===== src/verilog/xcvr_mgmt_pkg.sv =====
// constants and types for the transceiver status and tx switch register bank
package xcvr_mgmt_pkg;

   // functional modes of the channel
   typedef enum logic [1:0] {
      MODE_10G     = 2'h0,
      MODE_KR      = 2'h1,
      MODE_KX      = 2'h2,
      MODE_GENERIC = 2'h3
   } mode_t;

   // off trigger kinds handed to the data switch
   typedef enum logic [2:0] {
      OFF_NONE     = 3'h0,
      OFF_KR_FAULT = 3'h1,
      OFF_KR_IDLE  = 3'h2,
      OFF_KX_CHAR  = 3'h3,
      OFF_KX_IDLE  = 3'h4
   } off_trig_t;

   // management frame engine states
   typedef enum logic [0:0] {
      ST_IDLE  = 1'h0,
      ST_FRAME = 1'h1
   } mdio_state_t;

   // register addresses inside the device
   localparam logic [15:0] ADDR_ERR_COUNT = 16'h0014;
   localparam logic [15:0] ADDR_LS_STATUS = 16'h0015;
   localparam logic [15:0] ADDR_HS_STATUS = 16'h0016;
   localparam logic [15:0] ADDR_TX_SWITCH = 16'h0017;
   localparam logic [4:0]  DEVICE_ADDR    = 5'h1e;

   // reset values and counter ceiling
   localparam logic [15:0] ERR_COUNT_RESET = 16'hfffd;
   localparam logic [15:0] ERR_COUNT_MAX   = 16'hffff;
   localparam logic [15:0] TX_SWITCH_RESET = 16'h2000;

   // status field positions
   localparam int LS_BAD_DECODE_BIT = 11;
   localparam int LS_SIG_LOSS_BIT   = 10;
   localparam int LS_FIFO_FAULT_BIT = 9;
   localparam int LS_SYNC_BIT       = 8;

   // tx switch control field positions
   localparam int SW_PIN_EN_BIT  = 12;
   localparam int SW_SRC_HI_MSB  = 11;
   localparam int SW_SRC_HI_LSB  = 10;
   localparam int SW_SRC_LO_MSB  = 9;
   localparam int SW_SRC_LO_LSB  = 8;
   localparam int SW_OFF_SEL_BIT = 7;

   // kr off trigger words
   localparam logic [31:0] KR_LOCAL_FAULT = 32'h0100009c;
   localparam logic [31:0] KR_IDLE_WORD   = 32'h07070707;

   // management frame layout and opcodes
   localparam logic [5:0] PREAMBLE_LEN  = 6'h20;
   localparam logic [4:0] BIT_ST1       = 5'h01;
   localparam logic [4:0] BIT_OP_LSB    = 5'h03;
   localparam logic [4:0] BIT_HDR_END   = 5'h0d;
   localparam logic [4:0] BIT_TA0       = 5'h0e;
   localparam logic [4:0] BIT_LAST      = 5'h1f;
   localparam logic [1:0] OP_ADDRESS    = 2'h0;
   localparam logic [1:0] OP_WRITE      = 2'h1;
   localparam logic [1:0] OP_READ_INC   = 2'h2;
   localparam logic [1:0] OP_READ       = 2'h3;

endpackage


===== src/verilog/xcvr_status_and_tx_switch_regs.sv =====
// management register bank: lane 3 error counter, status flags, tx switch control
`timescale 1ns/100ps
module xcvr_status_and_tx_switch_regs #(
   parameter logic [4:0] PORT_ADDR = 5'h00
) (
   // clock and reset
   input  wire logic                        i_ref_clk,
   input  wire logic                        i_nrst,
   // management pins
   input  wire logic                        i_mdc,
   input  wire logic                        i_mdio,
   output logic                             o_mdio_out,
   output logic                             o_mdio_oe,
   // mode and neighbouring configuration
   input  wire xcvr_mgmt_pkg::mode_t        i_mode,
   input  wire logic                        i_ls_test_verify,
   input  wire logic [1:0]                  i_test_pattern_select,
   input  wire logic [1:0]                  i_low_side_status_lane_select,
   input  wire logic                        i_addr_pin_switch_enable,
   input  wire logic                        i_addr_pin_channel_assign,
   input  wire logic [1:0]                  i_tx_switch_sw_src,
   input  wire logic                        i_port_address_bit0_pin,
   // lane 3 error events
   input  wire logic                        i_lane3_decode_err,
   input  wire logic                        i_lane3_align_decode_err,
   input  wire logic [3:0]                  i_lane3_pattern_err,
   // low side status sources
   input  wire logic [3:0]                  i_lane_bad_decode,
   input  wire logic [3:0]                  i_lane_signal_loss,
   input  wire logic [3:0]                  i_lane_sync,
   input  wire logic                        i_align_fifo_fault,
   input  wire logic [3:0]                  i_low_side_sync_rotation,
   // high side status sources
   input  wire logic [6:0]                  i_high_side_sync_rotation,
   input  wire logic [2:0]                  i_high_side_sync_state,
   // tx switch control outputs
   output logic [1:0]                       o_tx_switch_src,
   output xcvr_mgmt_pkg::off_trig_t         o_tx_switch_off_trigger,
   output logic [31:0]                      o_kr_off_pattern
);

   // pin synchronisers: first stage feeds only the second
   logic       mdc_meta;
   logic       mdc_sync;
   logic       mdc_prev;
   logic       mdio_meta;
   logic       mdio_sync;
   logic       pin_meta;
   logic       pin_sync;

   // frame engine
   xcvr_mgmt_pkg::mdio_state_t state;
   xcvr_mgmt_pkg::mdio_state_t next_state;
   logic [5:0]  pre_count;
   logic [4:0]  bit_count;
   logic [12:0] header;
   logic [15:0] data_shift;
   logic [15:0] addr_reg;

   // registers
   logic [15:0] lane3_code_err_count;
   logic [15:0] tx_switch_control_a;
   logic        low_side_bad_decode_flag;
   logic        low_side_signal_loss_flag;
   logic        low_side_align_fifo_fault;
   logic        low_side_sync_flag;

   always_ff @(posedge i_ref_clk or negedge i_nrst) begin
      if (!i_nrst) begin
         mdc_meta  <= 1'b0;
         mdc_sync  <= 1'b0;
         mdc_prev  <= 1'b0;
         mdio_meta <= 1'b1;
         mdio_sync <= 1'b1;
         pin_meta  <= 1'b0;
         pin_sync  <= 1'b0;
      end else begin
         mdc_meta  <= i_mdc;
         mdc_sync  <= mdc_meta;
         mdc_prev  <= mdc_sync;
         mdio_meta <= i_mdio;
         mdio_sync <= mdio_meta;
         pin_meta  <= i_port_address_bit0_pin;
         pin_sync  <= pin_meta;
      end
   end

   // frame field decode
   wire       mdc_rise   = mdc_sync & ~mdc_prev;
   wire       bit_tick   = mdc_rise && (state == xcvr_mgmt_pkg::ST_FRAME);
   wire       st1_ok     = ~header[12];
   wire [1:0] op         = header[11:10];
   wire [4:0] prt_addr   = header[9:5];
   wire [4:0] dev_addr   = header[4:0];
   wire       for_us     = st1_ok && (prt_addr == PORT_ADDR) &&
                           (dev_addr == xcvr_mgmt_pkg::DEVICE_ADDR);
   wire       is_read    = (op == xcvr_mgmt_pkg::OP_READ) ||
                           (op == xcvr_mgmt_pkg::OP_READ_INC);
   wire       frame_done = bit_tick && (bit_count == xcvr_mgmt_pkg::BIT_LAST);
   wire       frame_start = mdc_rise && (state == xcvr_mgmt_pkg::ST_IDLE) &&
                           !mdio_sync && (pre_count == xcvr_mgmt_pkg::PREAMBLE_LEN);

   // read strobe at first turnaround bit: data is captured and side effects fire
   wire       rd_strobe  = bit_tick && for_us && is_read &&
                           (bit_count == xcvr_mgmt_pkg::BIT_TA0);
   wire       wr_commit  = frame_done && for_us && (op == xcvr_mgmt_pkg::OP_WRITE);
   wire       adr_commit = frame_done && for_us && (op == xcvr_mgmt_pkg::OP_ADDRESS);
   wire [15:0] wr_data   = {data_shift[14:0], mdio_sync};

   // register selects
   wire sel_err = (addr_reg == xcvr_mgmt_pkg::ADDR_ERR_COUNT);
   wire sel_ls  = (addr_reg == xcvr_mgmt_pkg::ADDR_LS_STATUS);
   wire sel_hs  = (addr_reg == xcvr_mgmt_pkg::ADDR_HS_STATUS);
   wire sel_tx  = (addr_reg == xcvr_mgmt_pkg::ADDR_TX_SWITCH);
   wire rd_err  = rd_strobe && sel_err;
   wire rd_ls   = rd_strobe && sel_ls;

   // frame state machine
   always_comb begin
      next_state = state;
      case (state)
         xcvr_mgmt_pkg::ST_IDLE: begin
            if (frame_start) begin
               next_state = xcvr_mgmt_pkg::ST_FRAME;
            end
         end
         xcvr_mgmt_pkg::ST_FRAME: begin
            if (frame_done) begin
               next_state = xcvr_mgmt_pkg::ST_IDLE;
            end
         end
         default: next_state = xcvr_mgmt_pkg::ST_IDLE;
      endcase
   end

   always_ff @(posedge i_ref_clk or negedge i_nrst) begin
      if (!i_nrst) begin
         state <= xcvr_mgmt_pkg::ST_IDLE;
      end else begin
         state <= next_state;
      end
   end

   // preamble: count ones, a zero before 32 of them restarts the hunt
   always_ff @(posedge i_ref_clk or negedge i_nrst) begin
      if (!i_nrst) begin
         pre_count <= 6'h00;
      end else if (state != xcvr_mgmt_pkg::ST_IDLE) begin
         pre_count <= 6'h00;
      end else if (mdc_rise) begin
         if (!mdio_sync) begin
            pre_count <= 6'h00;
         end else if (pre_count != xcvr_mgmt_pkg::PREAMBLE_LEN) begin
            pre_count <= pre_count + 6'h01;
         end
      end
   end

   // bit position within the frame, start bit is position 0
   always_ff @(posedge i_ref_clk or negedge i_nrst) begin
      if (!i_nrst) begin
         bit_count <= 5'h00;
      end else if (frame_start) begin
         bit_count <= 5'h01;
      end else if (bit_tick) begin
         bit_count <= bit_count + 5'h01;
      end
   end

   // header bits collect up to the turnaround
   always_ff @(posedge i_ref_clk or negedge i_nrst) begin
      if (!i_nrst) begin
         header <= 13'h0000;
      end else if (bit_tick && (bit_count <= xcvr_mgmt_pkg::BIT_HDR_END)) begin
         header <= {header[11:0], mdio_sync};
      end
   end

   // read data image of the addressed register
   logic [15:0] rd_data;
   wire  [15:0] ls_image;
   wire  [15:0] hs_image;
   wire  [2:0]  hs_upper;

   assign ls_image = {4'h0, low_side_bad_decode_flag, low_side_signal_loss_flag,
                      low_side_align_fifo_fault, low_side_sync_flag,
                      4'h0, i_low_side_sync_rotation};
   assign hs_upper = (i_mode == xcvr_mgmt_pkg::MODE_KR) ?
                     i_high_side_sync_rotation[6:4] : i_high_side_sync_state;
   assign hs_image = {9'h000, hs_upper, i_high_side_sync_rotation[3:0]};

   always_comb begin
      rd_data = 16'h0000;
      if (sel_err) begin
         rd_data = lane3_code_err_count;
      end else if (sel_ls) begin
         rd_data = ls_image;
      end else if (sel_hs) begin
         rd_data = hs_image;
      end else if (sel_tx) begin
         rd_data = tx_switch_control_a;
      end
   end

   // data shift: serves read output and write capture
   always_ff @(posedge i_ref_clk or negedge i_nrst) begin
      if (!i_nrst) begin
         data_shift <= 16'h0000;
      end else if (rd_strobe) begin
         data_shift <= rd_data;
      end else if (bit_tick && (bit_count > xcvr_mgmt_pkg::BIT_TA0)) begin
         data_shift <= wr_data;
      end
   end

   // pin drive: zero on second turnaround bit, then data msb first
   always_ff @(posedge i_ref_clk or negedge i_nrst) begin
      if (!i_nrst) begin
         o_mdio_oe  <= 1'b0;
         o_mdio_out <= 1'b1;
      end else if (rd_strobe) begin
         o_mdio_oe  <= 1'b1;
         o_mdio_out <= 1'b0;
      end else if (frame_done) begin
         o_mdio_oe  <= 1'b0;
         o_mdio_out <= 1'b1;
      end else if (bit_tick && o_mdio_oe) begin
         o_mdio_out <= data_shift[15];
      end
   end

   // address register; read with increment advances after the frame
   always_ff @(posedge i_ref_clk or negedge i_nrst) begin
      if (!i_nrst) begin
         addr_reg <= 16'h0000;
      end else if (adr_commit) begin
         addr_reg <= wr_data;
      end else if (frame_done && for_us && (op == xcvr_mgmt_pkg::OP_READ_INC)) begin
         addr_reg <= addr_reg + 16'h0001;
      end
   end

   // lane 3 error source chosen by mode
   wire lane3_err_event = i_ls_test_verify ?
                          i_lane3_pattern_err[i_test_pattern_select] :
                          (i_mode == xcvr_mgmt_pkg::MODE_10G) ?
                          i_lane3_align_decode_err :
                          ((i_mode == xcvr_mgmt_pkg::MODE_KR) ||
                           (i_mode == xcvr_mgmt_pkg::MODE_KX)) ?
                          i_lane3_decode_err : 1'b0;
   wire cnt_at_max = (lane3_code_err_count == xcvr_mgmt_pkg::ERR_COUNT_MAX);

   // saturating counter; an error in the read cycle survives the clear
   always_ff @(posedge i_ref_clk or negedge i_nrst) begin
      if (!i_nrst) begin
         lane3_code_err_count <= xcvr_mgmt_pkg::ERR_COUNT_RESET;
      end else if (rd_err) begin
         lane3_code_err_count <= {15'h0000, lane3_err_event};
      end else if (lane3_err_event && !cnt_at_max) begin
         lane3_code_err_count <= lane3_code_err_count + 16'h0001;
      end
   end

   // live conditions of the selected lane
   wire lane_bad_decode = i_lane_bad_decode[i_low_side_status_lane_select];
   wire lane_sig_loss   = i_lane_signal_loss[i_low_side_status_lane_select];
   wire lane_sync       = i_lane_sync[i_low_side_status_lane_select];

   // latched flags: a live condition always wins over a read clear
   always_ff @(posedge i_ref_clk or negedge i_nrst) begin
      if (!i_nrst) begin
         low_side_bad_decode_flag  <= 1'b0;
         low_side_signal_loss_flag <= 1'b0;
         low_side_align_fifo_fault <= 1'b0;
         low_side_sync_flag        <= 1'b0;
      end else if (rd_ls) begin
         low_side_bad_decode_flag  <= lane_bad_decode;
         low_side_signal_loss_flag <= lane_sig_loss;
         low_side_align_fifo_fault <= i_align_fifo_fault;
         low_side_sync_flag        <= lane_sync;
      end else begin
         low_side_bad_decode_flag  <= low_side_bad_decode_flag | lane_bad_decode;
         low_side_signal_loss_flag <= low_side_signal_loss_flag | lane_sig_loss;
         low_side_align_fifo_fault <= low_side_align_fifo_fault | i_align_fifo_fault;
         low_side_sync_flag        <= low_side_sync_flag & lane_sync;
      end
   end

   // tx switch control, all 16 bits writable
   always_ff @(posedge i_ref_clk or negedge i_nrst) begin
      if (!i_nrst) begin
         tx_switch_control_a <= xcvr_mgmt_pkg::TX_SWITCH_RESET;
      end else if (wr_commit && sel_tx) begin
         tx_switch_control_a <= wr_data;
      end
   end

   // source select: pin path needs all three enables, else software field
   wire       pin_mode = tx_switch_control_a[xcvr_mgmt_pkg::SW_PIN_EN_BIT] &&
                         i_addr_pin_switch_enable && i_addr_pin_channel_assign;
   wire [1:0] src_hi   = tx_switch_control_a[xcvr_mgmt_pkg::SW_SRC_HI_MSB:
                                             xcvr_mgmt_pkg::SW_SRC_HI_LSB];
   wire [1:0] src_lo   = tx_switch_control_a[xcvr_mgmt_pkg::SW_SRC_LO_MSB:
                                             xcvr_mgmt_pkg::SW_SRC_LO_LSB];
   wire [1:0] src_pin  = pin_sync ? src_hi : src_lo;
   wire [1:0] next_src = pin_mode ? src_pin : i_tx_switch_sw_src;

   // off trigger: bit 7 picks the trigger kind only in kr and kx; the kr off pattern follows it in every mode
   wire off_sel = tx_switch_control_a[xcvr_mgmt_pkg::SW_OFF_SEL_BIT];
   xcvr_mgmt_pkg::off_trig_t next_off;
   always_comb begin
      case (i_mode)
         xcvr_mgmt_pkg::MODE_KR:
            next_off = off_sel ? xcvr_mgmt_pkg::OFF_KR_FAULT :
                                 xcvr_mgmt_pkg::OFF_KR_IDLE;
         xcvr_mgmt_pkg::MODE_KX:
            next_off = off_sel ? xcvr_mgmt_pkg::OFF_KX_CHAR :
                                 xcvr_mgmt_pkg::OFF_KX_IDLE;
         default:
            next_off = xcvr_mgmt_pkg::OFF_NONE;
      endcase
   end

   // registered switch outputs; one cycle behind the control register
   always_ff @(posedge i_ref_clk or negedge i_nrst) begin
      if (!i_nrst) begin
         o_tx_switch_src         <= 2'h0;
         o_tx_switch_off_trigger <= xcvr_mgmt_pkg::OFF_NONE;
         o_kr_off_pattern        <= xcvr_mgmt_pkg::KR_IDLE_WORD;
      end else begin
         o_tx_switch_src         <= next_src;
         o_tx_switch_off_trigger <= next_off;
         o_kr_off_pattern        <= off_sel ? xcvr_mgmt_pkg::KR_LOCAL_FAULT :
                                              xcvr_mgmt_pkg::KR_IDLE_WORD;
      end
   end

endmodule


===== config.mk =====
export PLATFORM = sky130hd
export DESIGN_NAME = xcvr_status_and_tx_switch_regs
export DESIGN_NICKNAME = d
export VERILOG_FILES = /design/src/verilog/xcvr_mgmt_pkg.sv /design/src/verilog/xcvr_status_and_tx_switch_regs.sv
export SDC_FILE = /design/constraint.sdc
export NUM_CORES = 1
export LEC_CHECK = 0
export BUFFER_PORTS_ARGS = -buffer_cell sky130_fd_sc_hd__buf_2
export CELL_PAD_IN_SITES_DETAIL_PLACEMENT = 0
export CELL_PAD_IN_SITES_GLOBAL_PLACEMENT = 1
export CORE_MARGIN = 1
export CORE_UTILIZATION = 41
export CTS_CLUSTER_DIAMETER = 150
export DETAILED_ROUTE_END_ITERATION = 8
export GPL_ROUTABILITY_DRIVEN = 0
export PLACE_DENSITY = 0.74
export SLEW_MARGIN = 20
export SYNTH_ARGS = -nofsm -noshare
export SYNTH_HDL_FRONTEND = slang
export SYNTH_SLANG_ARGS = --single-unit

===== constraint.sdc =====
create_clock -name i_ref_clk -period 2.2 [get_ports i_ref_clk]
set_input_delay 0.44 -clock i_ref_clk [delete_from_list [all_inputs] [get_ports i_ref_clk]]
set_output_delay 0.44 -clock i_ref_clk [all_outputs]
set_load 0.02 [all_outputs]

== Word level (Yosys, flattened, before mapping) ==
Cells that the tools add are included.

* $add $sub $neg: 4
* $mul: 0
* Divide/modulo/power cells: 0
* Magnitude comparators: 4
* Equality and inequality tests: 16
* Shifts and indexed selects: 0
* Muxes and demuxes: 46
* Bitwise gates (word level): 8
* Reductions and logical operators: 38

{| class="wikitable"
|+ Operator list
! operator !! number
|-
| 16-bit 2-to-1 mux || 10
|-
| 16-bit by 5-bit == test with 1-bit output, second input constant || 4
|-
| 16-bit by 1-bit adder with 16-bit output, second input constant || 2
|-
| 27-bit 2-to-1 mux || 1
|-
| 6-bit 2-to-1 mux || 4
|-
| 1-bit logical AND || 23
|-
| 1-bit 2-to-1 mux || 18
|-
| 16-bit == test, second input constant || 1
|-
| 2-bit nonzero test || 6
|-
| 5-bit == test, second input constant || 2
|-
| 5-bit 2-to-1 mux || 2
|-
| 1-bit binary-select mux with 2-bit select || 4
|-
| 6-bit by 1-bit adder with 6-bit output, second input constant || 1
|-
| 2-bit == test, second input constant || 3
|-
| 6-bit == test, second input constant || 1
|-
| 2-bit by 3-bit less-than comparator with 1-bit output, second input constant || 2
|-
| 2-bit 2-to-1 mux || 3
|-
| 3-bit 2-to-1 mux || 2
|-
| 6-bit != test, second input constant || 1
|-
| 3-bit one-hot mux with 2 select lines || 1
|-
| 5-bit by 1-bit adder with 5-bit output, second input constant || 1
|-
| 5-bit by 4-bit == test with 1-bit output, second input constant || 1
|-
| 5-bit by 4-bit > comparator with 1-bit output, second input constant || 1
|-
| 5-bit by 4-bit <= comparator with 1-bit output, second input constant || 1
|-
| 12 further kinds || 21
|}

* Bits in registers: 134
* Latch bits: 0
* RAM bits: 0
* ROM bits: 0
* Input bits: 49
* Output and inout port bits: 39
* Logic and storage cells: 140
* Memories kept: 0

== Depth between registers and ports, before layout ==
Gate-level depths: netlist (run 1).

* Depth in word-level cells: 8
* Gate-level depth with buffers: 10
* Gate-level depth less buffers: 8

== Least setup slack after synthesis (run 1) ==
Ideal clock, no wire load.

* Path kind: flip-flop to flip-flop
* From: register bit_count[1]
* To: register addr_reg[2]
* Library setup time: 137 ps
* Arrival time: 1,995 ps
* Data required time: 2,063 ps
* Path slack: 68 ps
* Stages on the path, launching flop included: 11
* Path buffers: 2
* Period minus slack after synthesis: 2,132 ps
* Cell sequence: dfrtp_1 -> ha_1 -> and3_1 -> ha_1 -> and4b_4 -> nand4_2 -> or3_1 -> clkbuf_1 -> buf_6 -> o22ai_1 -> a21oi_1

* Word-level cells in the longest chain between the ends: 5
* Elaborated cells between the ends (all ways): 7
* Classes of those cells: 1 x eq/ne; 1 x mux; 5 x reduce/logical

{| class="wikitable"
|+ RTL lines
! element !! line !! source
|-
| from (decl) || xcvr_status_and_tx_switch_regs.sv:55 || <nowiki>logic [4:0] bit_count;</nowiki>
|-
| from (signal assigned) || xcvr_status_and_tx_switch_regs.sv:166 || <nowiki>bit_count <= bit_count + 5'h01;</nowiki>
|-
| 5-bit == test * || xcvr_status_and_tx_switch_regs.sv:99 || <nowiki>wire frame_done = bit_tick && (bit_count == xcvr_mgmt_pkg::BIT_LAST);</nowiki>
|-
| 1-bit logical AND * || xcvr_status_and_tx_switch_regs.sv:99 ||
|-
| 1-bit logical AND * || xcvr_status_and_tx_switch_regs.sv:107, xcvr_status_and_tx_switch_regs.sv:238 ||
|-
| 1-bit logical AND (on tied branches) || xcvr_status_and_tx_switch_regs.sv:107, xcvr_status_and_tx_switch_regs.sv:238 ||
|-
| 16-bit 2-to-1 mux / 2-bit nonzero test (equally long branches) || n/a ||
|-
| to (signal assigned) || xcvr_status_and_tx_switch_regs.sv:237 || <nowiki>addr_reg <= wr_data;</nowiki>
|-
| to (signal assigned) || xcvr_status_and_tx_switch_regs.sv:239 || <nowiki>addr_reg <= addr_reg + 16'h0001;</nowiki>
|-
| to (decl) || xcvr_status_and_tx_switch_regs.sv:58 || <nowiki>logic [15:0] addr_reg;</nowiki>
|}

Every way passes the cells marked *; elsewhere a longest branch is shown, timed or not.
A chain may end at the register's enable or synchronous reset.

== Worst setup path after layout (run 1) ==
* From: register bit_count[0]
* To: register addr_reg[4]

Same word-level chain as after synthesis.

==> summary.txt, run 1 <==
Status = complete, but fails checks
Failing checks = design-rule violations
Worst slew margin = 0.582
Initial DRC Count = 342
TritonRoute pass-1 iters = 7
Number of setup violations in the final report = 0
Pleak = 3.36 nW
Seq/Total Area, Yosys = 0.440
Ys flop type = dfrtp_1
Hpwl dp = 11100 µm
Post-Route WL = 14900 µm
Port Buffer Count = 68
Via density = 5.63
Total chip power = 4.30 mW
Worst-Margin Slew = 0.627 ns
Sequential cell fraction of total power = 0.522
Unrepaired setup endpoints after global routing = yes
Number of synthesized flops with an enable pin = 0
Place WS = -0.0442 ns
Clock group share of total power = 0.369
Worst setup margin = 0.0899 ns
Die Wd = 126 µm
Worst flop-to-flop path startpoint = bit_count[0]$_DFFE_PN0P_
GR Overflow Total = 0
Skew-Pair Late Insertion Delay = 0.35 ns
Clk buf depth = 2
Syn avg cell area = 10.2 µm²
Synth Cell Area = 0.00626 mm²
Worst vdd ir = 0.432 mV
DR vias = 4956
Clock sink count = 109
Comb power frac = 0.110
ANT nets after route = 0
Kind of critical path = reg -> reg
CTS clk-pin slew, worst paths = 0.07 ns
Synth area leader = dfrtp_1
Initial Util = 0.426
#FFs+latches synth = 109
Hold buffers post-CTS = 0
H-tree Lvls = 3
CTS tree = built
Area share of the largest cell type after synthesis = 0.356
Nets@finish = 754
Net Sw Power = 1.16 mW
R2R depth = 7
Remaining DRCs = 6
Top cells by area, synth = dfrtp_1 (36%), dfstp_2 (8.4%), buf_4 (4.1%)
Die area = 0.0158 mm²
Worst Path Max Fanout = 14
Ys Warns = 0
CORE AREA = 0.0147 mm²
Fmax = 0.474 GHz
Area grow syn2layout = 14.7%
Critical path origin = bit_count[0]$_DFFE_PN0P_
Sw Share = 0.271
Hold Fails Final Rpt = 0
FFs w/ async S/R, synth = 1.00
Yosys cell types = 72
Die Y = 126 µm
CP endpoint kind = register
Tmin final = 2.11 ns
CP Launch Type = register
Worst Clk Skew = 0.00888 ns
Gr usage total = 0.197
WP data arrival = 2.35 ns
Power Dens Cells = 599 mW/mm²
Share of cells above drive strength 1 = 0.300
Rows = 44
Worst hold-check path type = in -> async
Max capacitance violation total = 0
Number of diodes = 0
Global-route wire length before repair = 24700 µm
Vias in the first global route = 4893
Count of pins over their slew limit = 0
WL/cell = 16.9 µm
Crit share post-route = 0.959
Cells after Synth = 614
P_int = 3.13 mW
Num ports = 88
Antenna violations before repair = 0
TritonCTS Buffers = 9
Largest net degree at the start of global routing = 44
CP required = 2.44 ns
Clock Tree Root = clkbuf_16
cells in the mapped netlist, types with 2 or more instances:
master	number
dfstp_2	20
and3b_1	2
mux2i_1	20
and3_1	11
clkbuf_1	14
nor3_1	6
o221a_2	4
nand3b_1	3
nor4b_1	2
nand2b_1	4
xor2_1	2
o211ai_1	2
a221oi_1	4
mux4_2	3
nor2_4	2
or4_1	9
nand2_1	42
inv_1	21
a21oi_1	32
conb_1	2
nand3_1	22
buf_6	3
or3_1	8
and3_2	2
or3b_2	2
a22oi_1	6
nand4_1	17
and4_1	8
buf_4	34
o31ai_1	13
a21o_1	12
nor4_1	6
nor2b_1	10
dfrtp_1	89
buf_2	9
o22ai_1	20
nor2_1	27
ha_1	14
and2_1	3
o21ai_0	46
mux2_2	18
mux2_4	10
metrics by stage:
step | instance area, µm² | instances | hold WS (ns) | util | TNS [ns]
3_3_place_gp | 6860 | 864 | 0.334 | 0.467 | 0
5_1_grt | 7180 | 880 | 0.149 | 0.488 | -0.000895
3_5_place_dp | 6860 | 864 | 0.340 | 0.467 | -0.152
2_1_floorplan | 6320 | 631 | 0.144 | - | 0
6_report | 7180 | 880 | 0.105 | 0.488 | 0
4_1_cts | 7150 | 880 | 0.117 | 0.486 | 0
final cells by class:
cell class,count,area (µm²)
well taps,184,230
clock buffers,11,243
repair buffers,110,712
inverters,21,78.8
flip-flops and latches,109,2750
fillers,1348,7520
clock inverters,5,42.5
multi-input cells,440,3120
kinds of logic after synthesis:
logic type / synth area share
AOI/OAI and AO/OA: 0.152
xor gates and xnor gates: 0.00280
adders and majority gates: 0.0280
buffers and inverters: 0.0768
DFF: 0.440
muxes: 0.103
other: 0.00120
and+or+nand+nor: 0.196
worst paths after layout:
path	slack, ns	to
max in group asynchronous	1.36	mdio_sync$_DFF_PN1_
max reg2reg	0.09	addr_reg[4]$_DFFE_PN0P_
min in group i_ref_clk	0.18	mdio_meta$_DFF_PN1_
max	0.09	addr_reg[4]$_DFFE_PN0P_
min	0.11	addr_reg[8]$_DFFE_PN0P_
min reg2reg	0.36	mdio_sync$_DFF_PN1_
critical path, cell delays in order, from the launching register on:
cell	delay, ns
dfrtp_1	0.37
ha_1	0.18
and3_1	0.17
ha_1	0.17
and4b_4	0.28
nand4_2	0.11
or3_4	0.45
o221a_2	0.27
routing by layer:
metal | vias up | track usage | wire length, µm | part of all wire
li1 | 2375 | - | - | -
met1 | 2471 | 0.268 | 7030 | 0.47
met2 | 92 | 0.322 | 7200 | 0.48
met3 | 18 | 0.0347 | 469 | 0.031
met4 | 0 | 0.0574 | 193 | 0.013
met5 | - | 0 | 0 | 0
power groups by stage:
stage                     Clock [mW]  Sequential [mW]  Combinational (mW)
after floorplan                    0             2.24               0.311
after global placement             0             2.27               0.451
after detailed placement           0             2.28               0.467
after CTS                       1.62             2.24               0.470
after global routing            1.70             2.26               0.528
final                           1.58             2.24               0.472
placed cells by master (no fill, tap or decap), drive strengths merged, types with 3 or more instances in the layout:
cell and n:
buf 110, dfrtp 89, o21ai 47, nand2 42, a21oi 32, nor2 30, mux2 28, nand3 23
inv 23, o22ai 21, mux2i 20, dfstp 20, conb 19, nand4 18, ha 14, o31ai 13
and3 13, a21o 12, clkbuf 11, nor2b 10, or4 10, or3 9, and4 8, nor4 8
a22oi 6, nor3 6, nand2b 4, o221a 4, a221oi 4, mux4 4, nand3b 4, and2 4
nor4b 3
what timing repair did:
| action | in CTS | in global routing |
|---|---|---|
| pin swaps | 0 | 2 |
| buffers inserted | 0 | 0 |
| resized for setup | 1 | 10 |
| setup endpoints to repair | 13 | 18 |
No activity file was read; power rests on OpenSTA's default activity.
==> inputs of run 2 (changes only) <==
Settings changed: BUFFER_PORTS_ARGS -buffer_cell sky130_fd_sc_hd__buf_2 to default, CORE_UTILIZATION 41 to 45, DONT_BUFFER_PORTS from default to 1, PLACE_DENSITY 0.74 to 0.73, SETUP_SLACK_MARGIN from default to 0.3.
==> summary.txt, run 2 (same netlist as run 1, synthesis figures left out) <==
Worst vdd ir = 0.467 mV (was 0.432 mV)
Number of setup violations in the final report = 0 (unchanged)
Most frequent cells in the layout = dfrtp_1 (89), buf_4 (48), nand2_1 (37), o21ai_0 (32), nor2_1 (27) (was dfrtp_1 (89), buf_2 (67), o21ai_0 (45), nand2_1 (41), buf_4 (38))
Share of cells above drive strength 1 = 0.346 (was 0.300)
CP endpoint kind = register (unchanged)
Clk buf depth = 2 (unchanged)
Slowest CP cell = dfrtp_1 (was or3_4)
Die Wd = 120 µm (was 126 µm)
GR Overflow Total = 0 (unchanged)
Fmax = 0.467 GHz (was 0.474 GHz)
Failing checks = negative hold slack (was design-rule violations)
Max incr delay on CP = 0.36 ns (was 0.45 ns)
Hpwl dp = 10500 µm (was 11100 µm)
Worst Clk Skew = 0.0132 ns (was 0.00888 ns)
DR vias = 4923 (was 4956)
ANT nets after route = 0 (unchanged)
Worst slew margin = 0.637 (was 0.582)
Crit share post-route = 0.972 (was 0.959)
CTS clk-pin slew, worst paths = 0.07 ns (about the same)
CP required = 2.44 ns (about the same)
Nets@finish = 712 (was 754)
Largest net degree at the start of global routing = 110 (was 44)
CTS tree = built (unchanged)
Commonest non-fill, non-tap cell in the layout = dfrtp_1 (unchanged)
Worst hold-check path type = in -> async (unchanged)
Post-Route WL = 15900 µm (was 14900 µm)
Num ports = 88 (unchanged)
TritonCTS Buffers = 9 (unchanged)
Pleak = 3.34 nW (was 3.36 nW)
Clock Tree Root = clkbuf_16 (unchanged)
WP data arrival = 2.38 ns (was 2.35 ns)
Die Y = 120 µm (was 126 µm)
Tmin final = 2.14 ns (was 2.11 ns)
Number of diodes = 0 (unchanged)
Worst-path cell chain = ha_2, and3_4, ha_4, and4b_4, buf_6, nand2_4, nor2_4, clkbuf_16, mux2_4 (was ha_1, and3_1, ha_1, and4b_4, nand4_2, or3_4, o221a_2)
Count of pins over their slew limit = 0 (unchanged)
CP Launch Type = register (unchanged)
Antenna violations before repair = 0 (unchanged)
Unrepaired setup endpoints after global routing = yes (unchanged)
Initial DRC Count = 231 (was 342)
Port Buffer Count = 0 (was 68)
Die area = 0.0144 mm² (was 0.0158 mm²)
Worst-Margin Slew = 0.549 ns (was 0.627 ns)
Power Dens Cells = 597 mW/mm² (was 599 mW/mm²)
Fill count = 1151 (was 1348)
Vias in the first global route = 4847 (was 4893)
Clock sink count = 109 (unchanged)
Kind of critical path = reg -> reg (unchanged)
Initial Util = 0.467 (was 0.426)
Area grow syn2layout = 20.4% (was 14.7%)
Status = complete, but fails checks (unchanged)
Setup TNS = 0 ns (unchanged)
Worst Path Max Fanout = 8 (was 14)
Via density = 5.93 (was 5.63)
WL/cell = 19.2 µm (was 16.9 µm)
Max capacitance violation total = 0 (unchanged)
CORE AREA = 0.0134 mm² (was 0.0147 mm²)
Gr usage total = 0.223 (was 0.197)
TritonRoute pass-1 iters = 5 (was 7)
Rows = 42 (was 44)
Skew-Pair Late Insertion Delay = 0.36 ns (was 0.35 ns)
Remaining DRCs = 0 (was 6)
H-tree Lvls = 3 (unchanged)
WHS = -0.222 ns (was 0.105 ns)
Hold Fails Final Rpt = 106 (was 0)
Global-route wire length before repair = 24900 µm (was 24700 µm)
run 2: final timing paths:
| kind | cells past startpoint | from | to | slack (ns) |
|---|---|---|---|---|
| hold / removal | 0 | i_nrst | addr_reg[15]$_DFFE_PN0P_ | -0.22 |
| max in group asynchronous | 0 | i_nrst | o_mdio_out$_DFFE_PN1P_ | 2.15 |
| setup reg to reg | 9 | bit_count[1]$_DFFE_PN0P_ | tx_switch_control_a[10]$_DFFE_PN0P_ | 0.06 |
| min in group i_ref_clk | 0 | i_mdio | mdio_meta$_DFF_PN1_ | 0.07 |
| setup / recovery | 9 | bit_count[1]$_DFFE_PN0P_ | tx_switch_control_a[10]$_DFFE_PN0P_ | 0.06 |
| hold reg to reg | 0 | mdc_meta$_DFF_PN0_ | mdc_sync$_DFF_PN0_ | 0.35 |
run 2: metal layers:
layer  part of all wire  track usage
met5                  0            0
met1               0.45        0.298
met2               0.46        0.348
met4              0.022        0.104
met3              0.064       0.0452
run 2: what timing repair did:
action / in CTS / in global routing
buffers inserted: 11 / 15
endpoints found under the setup margin: 77 / 73
gates cloned: 5 / 2
resized for setup: 70 / 54
pin swaps: 32 / 27
endpoints found under the hold margin: 109 / 109
run 2: final cells by class:
class | instances | area, µm² | share of cell area
sequential | 109 | 2750 | 0.365
clock inverter | 4 | 53.8 | 0.00714
tap | 176 | 220 | 0.0292
inverter | 21 | 98.8 | 0.0131
clock buffer | 12 | 267 | 0.0354
timing repair buffer | 66 | 579 | 0.0769
multi-input combinational | 442 | 3570 | 0.473
run 2: worst max-delay path: cells and delay by family, from the launching register on:
family / cells / cell delay, ns
fa+ha+maj: 2 / 0.31
buf+inv: 2 / 0.33
flops: 1 / 0.36
mux: 1 / 0.30
simple gates: 4 / 0.71
run 2: through the flow:
stage	setup slack, ns	cells	util	cell area [µm²]	total power [mW]
final	0.0609	830	0.562	7540	4.50
after global routing	0.000719	830	0.562	7540	4.65
after CTS	0.0625	813	0.536	7180	4.44
after detailed placement	0.0359	781	0.482	6460	2.68
after global placement	0.113	781	0.482	6460	2.66
after floorplan	0.0818	631	-	6370	2.57
run 2: power by group:
group | internal [mW] | total, mW | leakage (nW) | switching [mW]
clock | 0.984 | 1.75 | 0.157 | 0.768
combinational | 0.223 | 0.498 | 1.79 | 0.275
sequential | 2.13 | 2.25 | 1.40 | 0.120
==> inputs of run 3 (changes only) <==
Settings changed: SETUP_SLACK_MARGIN 0.3 to 0.2.
==> summary.txt, run 3 (same netlist as run 1, synthesis figures left out) <==
Status = complete, but fails checks (unchanged)
Failing checks = negative hold slack (unchanged)
Clock sink count = 109 (unchanged)
Tmin final = 2.08 ns (was 2.14 ns)
Via density = 5.88 (was 5.93)
Gr usage total = 0.211 (was 0.223)
DR vias = 4790 (was 4923)
Die area = 0.0144 mm² (unchanged)
Max incr delay on CP = 0.48 ns (was 0.36 ns)
CP Launch Type = register (unchanged)
Number of diodes = 0 (unchanged)
Most frequent cells in the layout = dfrtp_1 (89), o21ai_0 (41), buf_4 (40), nand2_1 (39), a21oi_1 (29) (was dfrtp_1 (89), buf_4 (48), nand2_1 (37), o21ai_0 (32), nor2_1 (27))
Remaining DRCs = 0 (unchanged)
Register Area = 0.00275 mm² (unchanged)
Post-Route WL = 15000 µm (was 15900 µm)
Kind of critical path = reg -> reg (unchanged)
Num ports = 88 (unchanged)
H-tree Lvls = 3 (unchanged)
Commonest non-fill, non-tap cell in the layout = dfrtp_1 (unchanged)
Core Util, Final = 0.531 (was 0.562)
Nets@finish = 696 (was 712)
WL/cell = 18.4 µm (was 19.2 µm)
Hpwl dp = 10200 µm (was 10500 µm)
Unrepaired setup endpoints after global routing = yes (unchanged)
Fill count = 1216 (was 1151)
Rows = 42 (unchanged)
GR Overflow Total = 0 (unchanged)
CTS clk-pin slew, worst paths = 0.08 ns (was 0.07 ns)
Skew-Pair Late Insertion Delay = 0.36 ns (about the same)
Worst Path Max Fanout = 7 (was 8)
Fmax = 0.481 GHz (was 0.467 GHz)
Clk buf depth = 2 (unchanged)
Pleak = 3.19 nW (was 3.34 nW)
CP endpoint kind = register (unchanged)
Clock Tree Root = clkbuf_16 (unchanged)
Global-route wire length before repair = 23600 µm (was 24900 µm)
TritonCTS Buffers = 9 (unchanged)
CORE AREA = 0.0134 mm² (unchanged)
Worst-path cell chain = ha_2, and3_4, ha_4, and4b_4, nand4_4, or3_4, o22ai_1, a21oi_1 (was ha_2, and3_4, ha_4, and4b_4, buf_6, nand2_4, nor2_4, clkbuf_16, mux2_4)
Worst vdd ir = 0.325 mV (was 0.467 mV)
Largest net degree at the start of global routing = 110 (unchanged)
Initial Util = 0.467 (unchanged)
Worst slew margin = 0.638 (was 0.637)
Count of pins over their slew limit = 0 (unchanged)
CTS tree = built (unchanged)
Hold Fails Final Rpt = 109 (was 106)
TritonRoute pass-1 iters = 5 (unchanged)
Critical path origin = bit_count[1]$_DFFE_PN0P_ (unchanged)
Max capacitance violation total = 0 (unchanged)
Worst flop-to-flop path startpoint = bit_count[1]$_DFFE_PN0P_ (unchanged)
Multi-input gate area = 0.00331 mm² (was 0.00357 mm²)
Slowest CP cell = or3_4 (was dfrtp_1)
ANT nets after route = 0 (unchanged)
Worst Clk Skew = 0.0116 ns (was 0.0132 ns)
WP data arrival = 2.31 ns (was 2.38 ns)
Crit share post-route = 0.945 (was 0.972)
Power Dens Cells = 620 mW/mm² (was 597 mW/mm²)
Die Wd = 120 µm (unchanged)
Area grow syn2layout = 13.8% (was 20.4%)
Worst hold-check path type = in -> async (unchanged)
Worst-Margin Slew = 0.547 ns (was 0.549 ns)
Antenna violations before repair = 0 (unchanged)
Die Y = 120 µm (unchanged)
Share of cells above drive strength 1 = 0.281 (was 0.346)
Port Buffer Count = 0 (unchanged)
Setup TNS = 0 ns (unchanged)
Vias in the first global route = 4708 (was 4847)
WHS = -0.224 ns (was -0.222 ns)
CP required = 2.43 ns (was 2.44 ns)
Initial DRC Count = 270 (was 231)
Number of setup violations in the final report = 0 (unchanged)
run 3: cell type report:
cell class / count / share of cell area
sequential: 109 / 0.387
inverter: 21 / 0.0114
timing repair buffer: 50 / 0.0617
tap: 176 / 0.0309
clock inverter: 6 / 0.0109
clock buffer: 10 / 0.0336
multi-input combinational: 442 / 0.465
run 3: worst max-delay path: cells and delay by family (launching register included):
kind	cells	cell delay, ns
AO/OA/AOI/OAI	2	0.24
adder cells (fa/ha/maj)	2	0.30
flip-flops	1	0.36
AND/OR/NAND/NOR	4	1.05
run 3: routing by layer:
layer	wire length (µm)	vias to the layer above	track usage
met4	142	0	0.0648
li1	-	2270	-
met1	6760	2402	0.276
met5	0	-	0
met3	814	13	0.0485
met2	7250	105	0.343
run 3: worst paths after layout:
kind                                                             to  slack [ns]  depth (start not counted)
worst max-delay path                        addr_reg[5]$_DFFE_PN0P_        0.12                          8
worst min-delay path                        addr_reg[8]$_DFFE_PN0P_       -0.22                          0
worst max register to register              addr_reg[5]$_DFFE_PN0P_        0.12                          8
worst min register to register                   mdc_sync$_DFF_PN0_        0.36                          0
max in group asynchronous       lane3_code_err_count[0]$_DFFE_PN1P_        2.20                          0
min in group i_ref_clk                          mdio_meta$_DFF_PN1_        0.08                          0
run 3: timing repair:
action	4_1_cts	5_1_grt
hold endpoints to repair	109	109
resized for setup	18	40
pin swaps	0	15
setup buffers	0	10
endpoints found under the setup margin	52	65
gates cloned	2	1
run 3: power by group:
part	switching [mW]	total [mW]	leakage [nW]	internal (mW)
clock	0.810	1.75	0.154	0.940
combinational	0.230	0.413	1.64	0.183
sequential	0.125	2.25	1.40	2.13
run 3: per-stage QoR:
step | instances | area (µm²) | hold slack, ns | setup WS [ns] | total power, mW
3_5_place_dp | 785 | 6470 | 0.151 | -0.00977 | 2.63
4_1_cts | 803 | 6870 | -0.235 | 0.167 | 4.40
3_3_place_gp | 785 | 6470 | 0.151 | 0.00261 | 2.62
2_1_floorplan | 631 | 6330 | 0.144 | 0.0818 | 2.56
6_report | 814 | 7120 | -0.224 | 0.120 | 4.41
5_1_grt | 814 | 7120 | -0.241 | 0.0766 | 4.58
